**src/verilog/fspc_cfg.svh**
```systemverilog
// Purpose: constants of the segment and protocol setup block
// Assumes: eight-bit registers reached by serial commands
// Notes:   command codes, field positions and reset values
`ifndef FSPC_CFG_SVH
`define FSPC_CFG_SVH

// ************************************************************
// command codes
// ************************************************************
`define FSPC_CMD_RD_SEG     8'hC8
`define FSPC_CMD_WR_SEG     8'hC5
`define FSPC_CMD_RD_EVS     8'h65
`define FSPC_CMD_WR_EVS     8'h61
`define FSPC_CMD_RD_FLAGS   8'h70
`define FSPC_CMD_CLR_FLAGS  8'h50
`define FSPC_CMD_WREN       8'h06

// ************************************************************
// fields and reset values
// ************************************************************
`define FSPC_SEG_BIT        0
`define FSPC_EVS_QUAD_BIT   7
`define FSPC_EVS_DUAL_BIT   6
`define FSPC_EVS_RSV_BIT    5
`define FSPC_EVS_HOLD_BIT   4
`define FSPC_EVS_ACC_BIT    3
`define FSPC_EVS_RESET      8'hDF
`define FSPC_FLG_READY_BIT  7
`define FSPC_FLG_ERASE_ERR  5
`define FSPC_FLG_PROG_ERR   4
`define FSPC_FLG_VPP_ERR    3
`define FSPC_FLG_PROT_ERR   1
`define FSPC_FLG_ADDR4_BIT  0
`define FSPC_SEG_ADDR_BIT   24

`endif

```
**src/verilog/fspc_pkg.sv**
```systemverilog
// Purpose: types of the segment and protocol setup block
// Assumes: nothing beyond the constants header
// Notes:   serial command states and protocol modes
package fspc_pkg;
	typedef enum logic [1:0] {
		FSPC_ST_CMD,
		FSPC_ST_WDATA,
		FSPC_ST_RDATA,
		FSPC_ST_IDLE
	} fspc_state_t;

	typedef enum logic [1:0] {
		FSPC_PROTO_EXT,
		FSPC_PROTO_DUAL,
		FSPC_PROTO_QUAD
	} fspc_proto_t;
endpackage

```
**src/verilog/fspc_regs.sv**
```systemverilog
// Purpose: segment, volatile setup and flag registers of a serial flash
// Assumes: serial bus pins come from outside and are synchronised here
// Notes:   bits are sampled on a rising serial clock, msb first
`include "fspc_cfg.svh"

// Operation
// segment bit supplies address bit 24
// program and erase stay in selected segment
// bulk erase covers the whole array
// read crosses segment end, wraps at zero
// read crossing leaves segment bit unchanged
// segment bit loads from nonvolatile strap
// four-byte addressing ignores segment bit
// bit 7 low enables quad protocol
// bit 6 low enables dual protocol
// both low gives quad, applied on write
// bit 4 high enables hold/reset pin
// bit 3 low enables supply acceleration
// setup applies at write, all protocols
// flag bit 7 low while busy
// reserved bits held and read zero
// status self clears, errors wait clear
module fspc_regs #(
	parameter int ADDR_W = 25
) (
	input  wire logic                i_clk_sys,
	input  wire logic                i_reset,
	input  wire logic                i_cs_n,
	input  wire logic                i_sclk,
	input  wire logic                i_mosi,
	input  wire logic                i_nv_seg_default,
	input  wire logic                i_addr4_en,
	input  wire logic [ADDR_W-2:0]   i_host_addr,
	input  wire logic                i_bulk_erase,
	input  wire logic                i_read_step,
	input  wire logic                i_busy,
	input  wire logic                i_err_erase,
	input  wire logic                i_err_prog,
	input  wire logic                i_err_vpp,
	input  wire logic                i_err_prot,
	input  wire logic                i_erase_susp,
	input  wire logic                i_prog_susp,
	output logic                     o_miso,
	output logic                     o_miso_oe,
	output logic [ADDR_W-1:0]        o_array_addr,
	output logic                     o_pe_whole_array,
	output logic [1:0]               o_protocol,
	output logic                     o_hold_reset_en,
	output logic                     o_vpp_accel_en,
	output logic [2:0]               o_drive_strength
);
	if (ADDR_W != `FSPC_SEG_ADDR_BIT + 1) begin : g_addr_w_check
		$error("ADDR_W must be one above the segment address bit");
	end

	// ************************************************************
	// pin synchronisers
	// ************************************************************
	logic [2:0] sync1_ff;
	logic [2:0] sync2_ff;
	logic       sclk_d_ff;
	always_ff @(posedge i_clk_sys) begin
		sync1_ff  <= {i_cs_n, i_sclk, i_mosi};
		sync2_ff  <= sync1_ff;
		sclk_d_ff <= sync2_ff[1];
	end
	wire cs_n  = sync2_ff[2];
	wire mosi  = sync2_ff[0];
	wire rise  = sync2_ff[1] & ~sclk_d_ff & ~cs_n;
	wire fall  = ~sync2_ff[1] & sclk_d_ff & ~cs_n;

	// ************************************************************
	// serial command engine
	// ************************************************************
	fspc_pkg::fspc_state_t state_ff;
	logic [7:0] shift_ff;
	logic [2:0] bit_cnt_ff;
	logic [7:0] cmd_ff;
	logic [7:0] seg_ff;
	logic [7:0] evs_ff;
	logic [7:0] flags_ff;
	logic       seg_loaded_ff;
	logic [7:0] tx_ff;
	wire  [7:0] nxt_shift = {shift_ff[6:0], mosi};
	wire  [7:0] rd_word;
	wire        byte_done = rise && bit_cnt_ff == 3'h7;

	function automatic logic [7:0] read_value(input logic [7:0] c, input logic [7:0] s,
		input logic [7:0] e, input logic [7:0] f);
		case (c)
			`FSPC_CMD_RD_SEG:   read_value = s;
			`FSPC_CMD_RD_EVS:   read_value = e;
			`FSPC_CMD_RD_FLAGS: read_value = f;
			default:            read_value = 8'h00;
		endcase
	endfunction

	assign rd_word = read_value(cmd_ff, seg_ff, evs_ff, flags_ff);

	always_ff @(posedge i_clk_sys) begin
		if (i_reset || cs_n) begin
			state_ff   <= fspc_pkg::FSPC_ST_CMD;
			bit_cnt_ff <= 3'h0;
			shift_ff   <= 8'h00;
			cmd_ff     <= 8'h00;
		end else if (rise) begin
			shift_ff   <= nxt_shift;
			bit_cnt_ff <= bit_cnt_ff + 3'h1;
			if (byte_done) begin
				case (state_ff)
					fspc_pkg::FSPC_ST_CMD: begin
						cmd_ff <= nxt_shift;
						case (nxt_shift)
							`FSPC_CMD_WR_SEG, `FSPC_CMD_WR_EVS:
								state_ff <= fspc_pkg::FSPC_ST_WDATA;
							`FSPC_CMD_RD_SEG, `FSPC_CMD_RD_EVS, `FSPC_CMD_RD_FLAGS:
								state_ff <= fspc_pkg::FSPC_ST_RDATA;
							default:
								state_ff <= fspc_pkg::FSPC_ST_IDLE;
						endcase
					end
					fspc_pkg::FSPC_ST_WDATA: state_ff <= fspc_pkg::FSPC_ST_IDLE;
					default:                 state_ff <= state_ff;
				endcase
			end
		end
	end

	// ************************************************************
	// segment register
	// ************************************************************
	always_ff @(posedge i_clk_sys) begin
		if (i_reset) begin
			seg_ff        <= 8'h00;
			seg_loaded_ff <= 1'b0;
		end else if (!seg_loaded_ff) begin
			// strap load after reset
			seg_ff        <= {7'h00, i_nv_seg_default};
			seg_loaded_ff <= 1'b1;
		end else if (byte_done && state_ff == fspc_pkg::FSPC_ST_WDATA
				&& cmd_ff == `FSPC_CMD_WR_SEG) begin
			// reserved bits forced zero
			seg_ff <= {7'h00, nxt_shift[`FSPC_SEG_BIT]};
		end
	end

	// ************************************************************
	// volatile setup register
	// ************************************************************
	always_ff @(posedge i_clk_sys) begin
		if (i_reset) begin
			evs_ff <= `FSPC_EVS_RESET;
		end else if (byte_done && state_ff == fspc_pkg::FSPC_ST_WDATA
				&& cmd_ff == `FSPC_CMD_WR_EVS) begin
			// write applies at once
			evs_ff <= nxt_shift & ~(8'h01 << `FSPC_EVS_RSV_BIT);
		end
	end

	always_ff @(posedge i_clk_sys) begin
		if (i_reset) begin
			o_protocol       <= fspc_pkg::FSPC_PROTO_EXT;
			o_hold_reset_en  <= 1'b1;
			o_vpp_accel_en   <= 1'b0;
			o_drive_strength <= 3'h7;
		end else begin
			// quad wins over dual
			if (!evs_ff[`FSPC_EVS_QUAD_BIT])
				// quad enable low
				o_protocol <= fspc_pkg::FSPC_PROTO_QUAD;
			else if (!evs_ff[`FSPC_EVS_DUAL_BIT])
				// dual enable low
				o_protocol <= fspc_pkg::FSPC_PROTO_DUAL;
			else
				o_protocol <= fspc_pkg::FSPC_PROTO_EXT;
			// hold/reset enable
			o_hold_reset_en  <= evs_ff[`FSPC_EVS_HOLD_BIT];
			// acceleration enable low
			o_vpp_accel_en   <= ~evs_ff[`FSPC_EVS_ACC_BIT];
			o_drive_strength <= evs_ff[2:0];
		end
	end

	// ************************************************************
	// flag register
	// ************************************************************
	wire clr_flags = byte_done && state_ff == fspc_pkg::FSPC_ST_CMD
		&& nxt_shift == `FSPC_CMD_CLR_FLAGS;
	always_ff @(posedge i_clk_sys) begin
		if (i_reset) begin
			flags_ff <= 8'h80;
		end else begin
			// ready bit tracks busy
			flags_ff[`FSPC_FLG_READY_BIT] <= ~i_busy;
			// status bits self clear
			flags_ff[6]                   <= i_erase_susp;
			flags_ff[2]                   <= i_prog_susp;
			flags_ff[`FSPC_FLG_ADDR4_BIT] <= i_addr4_en;
			// errors sticky, set wins
			flags_ff[`FSPC_FLG_ERASE_ERR] <= i_err_erase | (flags_ff[5] & ~clr_flags);
			flags_ff[`FSPC_FLG_PROG_ERR]  <= i_err_prog  | (flags_ff[4] & ~clr_flags);
			flags_ff[`FSPC_FLG_VPP_ERR]   <= i_err_vpp   | (flags_ff[3] & ~clr_flags);
			flags_ff[`FSPC_FLG_PROT_ERR]  <= i_err_prot  | (flags_ff[1] & ~clr_flags);
		end
	end

	// ************************************************************
	// read data out, changed on falling serial clock
	// ************************************************************
	always_ff @(posedge i_clk_sys) begin
		if (i_reset || cs_n) begin
			tx_ff     <= 8'h00;
			o_miso    <= 1'b0;
			o_miso_oe <= 1'b0;
		end else if (byte_done && state_ff == fspc_pkg::FSPC_ST_CMD) begin
			tx_ff <= read_value(nxt_shift, seg_ff, evs_ff, flags_ff);
		end else if (fall && state_ff == fspc_pkg::FSPC_ST_RDATA) begin
			o_miso_oe <= 1'b1;
			// repeat the register for as long as clocks keep coming
			if (bit_cnt_ff == 3'h0) begin
				o_miso <= rd_word[7];
				tx_ff  <= {rd_word[6:0], 1'b0};
			end else begin
				o_miso <= tx_ff[7];
				tx_ff  <= {tx_ff[6:0], 1'b0};
			end
		end
	end

	// ************************************************************
	// array address forming
	// ************************************************************
	logic [ADDR_W-1:0] rd_addr_ff;
	always_ff @(posedge i_clk_sys) begin
		if (i_reset) begin
			rd_addr_ff       <= '0;
			o_array_addr     <= '0;
			o_pe_whole_array <= 1'b0;
		end else begin
			// bulk erase whole array
			o_pe_whole_array <= i_bulk_erase;
			if (i_read_step) begin
				// natural wrap to zero, segment untouched
				rd_addr_ff <= rd_addr_ff + 1'b1;
			end else if (i_addr4_en) begin
				// segment bit ignored
				rd_addr_ff <= {1'b0, i_host_addr};
			end else begin
				// segment bit is address bit 24
				rd_addr_ff <= {seg_ff[`FSPC_SEG_BIT], i_host_addr};
			end
			o_array_addr <= rd_addr_ff;
		end
	end
endmodule

```
**config.mk**
```make
export PLATFORM = sky130hd
export DESIGN_NAME = fspc_regs
export DESIGN_NICKNAME = d
export VERILOG_FILES = /design/src/verilog/fspc_pkg.sv /design/src/verilog/fspc_regs.sv
export VERILOG_INCLUDE_DIRS = /design/src /design/src/verilog
export SDC_FILE = /design/constraint.sdc
export NUM_CORES = 1
export LEC_CHECK = 0
export CORE_ASPECT_RATIO = 0.8
export CORE_MARGIN = 1.5
export CORE_UTILIZATION = 28
export DETAILED_ROUTE_END_ITERATION = 10
export DONT_BUFFER_PORTS = 1
export GPL_TIMING_DRIVEN = 0
export PLACE_DENSITY = 0.39
export RECOVER_POWER = 50
export SKIP_LAST_GASP = 1
export SYNTH_ARGS = -nofsm -noshare
export SYNTH_HDL_FRONTEND = slang
export SYNTH_SLANG_ARGS = --single-unit
```
**constraint.sdc**
```tcl
create_clock -name i_clk_sys -period 2.3 [get_ports i_clk_sys]
set_input_delay 0.345 -clock i_clk_sys [delete_from_list [all_inputs] [get_ports i_clk_sys]]
set_output_delay 0.345 -clock i_clk_sys [all_outputs]
set_load 0.05 [all_outputs]
```
==> impl_metrics.env <==
export IMPL_outcome="finished clean"
export IMPL_min_from="i_busy"
export IMPL_max_freq_mhz=445
export IMPL_cts_made_buffers=9
export IMPL_avgSynthCellArea_sq_um=9.00
export IMPL_ios=75
export IMPL_ant_nets=0
export IMPL_antenna_found_initial=0
export IMPL_stdcell_area_sq_um=5330
export IMPL_drt_initial_drc_count=258
export IMPL_cts_sinks=112
export IMPL_drc=0
export IMPL_ys_seq_area_share_pct=47.9
export IMPL_vias=3892
export IMPL_final_hold_viol_count=0
export IMPL_combPwrFrac_pct=4.7
export IMPL_ys_top_cells_by_area="dfxtp_1 48%, nor2_1 4.3%, nor2b_1 3.5%, nand2_1 3.2%, a211oi_1 3.0%"
export IMPL_ys_warn_count=0
export IMPL_max_slew_margin_pct=35.0
export IMPL_async_flop_share_pct=0
export IMPL_wire_per_inst_um=18.3
export IMPL_worst_pin_slew_ns=0.967
export IMPL_criticalPathCategory="register to register"
export IMPL_grt_usage_pct=16.3
export IMPL_layoutNonFillerInstCount=760
export IMPL_cts_buffer_depth=2
export IMPL_crit_start="sync2_ff[1]$_DFF_P_"
export IMPL_synth_area_leader_cell="dfxtp_1"
export IMPL_holdPathStages=1
export IMPL_vias_per_cell=5.12
export IMPL_reg2reg_depth=6
export IMPL_hold_path_class="input port to register"
export IMPL_synth_nets=564
export IMPL_final_max_slew_viol_count=0
export IMPL_rows=42
export IMPL_initial_core_util_pct=28.4
export IMPL_setup_viol_count_final=0
export IMPL_ir_drop_uv=372
export IMPL_core_area_sq_um=16400
export IMPL_crit_arrival_ns=2.49
export IMPL_ys_flop_type="dfxtp_1"
export IMPL_p_sw_mw=1.08
export IMPL_dp_final_hpwl_um=10100
export IMPL_timing_final_crit_share_pct=97.7
export IMPL_post_dp_cell_area_sq_um=4950
export IMPL_first_pass_iters=5
export IMPL_p_leak_nw=1.78
export IMPL_io_buffers=0
export IMPL_finalWeightedCongestion=0.826
export IMPL_grt_max_degree=21
export IMPL_cp_max_fo=10
export IMPL_synth_cell_types=56
export IMPL_hold_ws_ns=0.0623
export IMPL_grt_pass1_wl_um=21500
export IMPL_grt_pass1_vias=3688
export IMPL_synth_cell_area_sq_um=4680
export IMPL_ff2ff_setup_slack_ns=0.05
export IMPL_period_needed_ns=2.25
export IMPL_p_total_mw=4.04
export IMPL_powerDensity_nw_per_um2=758
export IMPL_skew_ns=0.0143
export IMPL_root_buffer="clkbuf_16"
export IMPL_drive_gt1_share_pct=7.96
export IMPL_antenna_diode_count=0
export IMPL_synth_edff_count=0
export IMPL_finalNetCount=579
export IMPL_whs_endpoint="flags_ff[7]$_SDFF_PP1_"
export IMPL_required_ns=2.54
export IMPL_cap_violations=0
export IMPL_htreeDepth=3
export IMPL_pwr_share_seq_pct=53.2
export IMPL_synth_top_area_share_pct=47.9
export IMPL_fp_dieH_um=119
export IMPL_mostFrequentLayoutCells="112 x dfxtp_1, 52 x nor2_1, 40 x nand2_1, 26 x nor2b_1, 25 x inv_1"
export IMPL_ys_ff_latch=112
export IMPL_r2r_start="sync2_ff[1]$_DFF_P_"
export IMPL_rsz0062_at_grt="true"
export IMPL_placed_cells=740
export IMPL_switching_share_pct=26.8
export IMPL_clock_power_share_pct=42.1
export IMPL_die_w_um=148
export IMPL_fp_dieArea_sq_um=17500
export IMPL_p_int_mw=2.95
export IMPL_cts_tree="built"
export IMPL_syn_instance_count=520
export IMPL_critPathCaptureType="register"
export IMPL_fillers=1730
export IMPL_wl_um=13900
export IMPL_start_kind="register"
export IMPL_clk_latency_ns=0.37
export IMPL_clk_pin_slew_ns=0.08
export IMPL_layout_commonest_cell="dfxtp_1"
export IMPL_rr_endpoint="tx_ff[7]$_SDFFE_PP0P_"
export IMPL_area_growth_pct=13.9
export IMPL_grt_overflow=0
-- sequential cells by signal, indices dropped and copies added (netlist names) --
| name | flops |
|---|---|
| flags_ff | 8 |
| evs_ff | 7 |
| o_protocol | 2 |
| tx_ff | 8 |
| o_hold_reset_en | 1 |
| bit_cnt_ff | 3 |
| state_ff | 2 |
| rd_addr_ff | 25 |
| shift_ff | 7 |
| o_miso | 1 |
| o_vpp_accel_en | 1 |
| sclk_d_ff | 1 |
| o_array_addr | 25 |
| sync2_ff | 3 |
| seg_ff | 1 |
| o_pe_whole_array | 1 |
| o_miso_oe | 1 |
| seg_loaded_ff | 1 |
| o_drive_strength | 3 |
| sync1_ff | 3 |
| cmd_ff | 8 |
-- worst max-delay path by stage --
| stage | end | slack [ns] | cells past startpoint |
|---|---|---|---|
| after floorplan | tx_ff[1]$_SDFFE_PP0P_ | 0.29 | 6 |
| after global placement | tx_ff[1]$_SDFFE_PP0P_ | -0.08 | 6 |
| after detailed placement | tx_ff[7]$_SDFFE_PP0P_ | -0.07 | 6 |
| after CTS | tx_ff[7]$_SDFFE_PP0P_ | 0.03 | 6 |
| after global routing | tx_ff[3]$_SDFFE_PP0P_ | -0.01 | 6 |
| final | tx_ff[7]$_SDFFE_PP0P_ | 0.05 | 6 |
-- power groups by stage --
stage          Sequential [mW]  Clock (mW)  Combinational (mW)
2_1_floorplan             2.17           0               0.136
3_3_place_gp              2.19           0               0.185
3_5_place_dp              2.19           0               0.187
4_1_cts                   2.15        1.74               0.192
5_1_grt                   2.16        1.83               0.215
6_report                  2.15        1.70               0.190
-- metal layers --
metal  share of wire [%]  vias to the layer above  wire, um  track usage [%]
met5                   0                        -         0                0
li1                    -                     1903         -                -
met3                 5.9                       17       821             5.56
met1                  54                     1854      7460             24.7
met4                 1.2                        0       160             4.19
met2                  39                      118      5430             21.4
-- cell usage after synthesis, types with 2 or more instances --
master	count
a211oi_1	19
a21boi_0	3
a21oi_1	20
a221oi_1	2
a311o_1	8
a311oi_1	10
a32oi_1	3
and2_1	2
and3_1	2
and4_1	4
buf_1	2
buf_2	6
clkbuf_1	24
dfxtp_1	112
ha_1	4
inv_1	25
mux2i_1	10
nand2_1	40
nand2b_1	4
nand3_1	13
nand4_1	5
nand4bb_1	4
nor2_1	53
nor2b_1	26
nor3_1	24
nor3b_1	3
nor4_1	8
o2111ai_1	2
o211ai_1	3
o21a_1	3
o21ai_0	18
o22ai_1	3
o31ai_1	6
or2_2	4
or3_1	5
or4_1	4
or4b_2	4
or4bb_1	4
xnor2_1	5
xor2_1	7
-- through the flow --
stage               TNS, ns  utilization, %  setup slack (ns)
detailed placement   -0.250            30.1           -0.0667
global route        -0.0238            32.4           -0.0128
floorplan                 0               -             0.287
finish                    0            32.4            0.0518
CTS                       0            32.2            0.0315
global placement     -0.257            30.1           -0.0800
-- cell families (layout without fill, tap and decap cells) --
| kind of cell | after synthesis | after routing | synth area share (%) |
|---|---|---|---|
| adders and majority gates | 4 | 4 | 1.07 |
| muxes | 10 | 10 | 2.14 |
| and+or+nand+nor | 216 | 216 | 25.4 |
| AOI/OAI and AO/OA | 108 | 108 | 16.3 |
| buffers and inverters | 58 | 78 | 4.97 |
| DFF | 112 | 112 | 47.9 |
| xor gates and xnor gates | 12 | 12 | 2.25 |
-- critical path: stages, from the launching register on --
cell      delay, ns
dfxtp_1        0.34
buf_4          0.19
or4b_2         0.66
or2_2          0.35
buf_2          0.20
a221oi_1       0.26
o22ai_1        0.12
-- layout make-up --
class                   instances  area (sq um)  area share [%]
plain buffers                  33           144            2.70
repair buffers                  4          37.5           0.704
inverters                      25          93.8            1.76
well taps                     220           275            5.16
multi-input cells             350          2220            41.7
clock buffers                   9           225            4.23
clock inverters                 7          87.6            1.64
flip-flops and latches        112          2240            42.1
-- timing repair --
action                                  CTS  global route
buffers inserted                          0             1
pin swaps                                 0             1
endpoints found under the setup margin    6            13
hold buffers                              3             0
endpoints found under the hold margin     3             0
resized for setup                         3             8
Power figures use the tool's default switching activity.
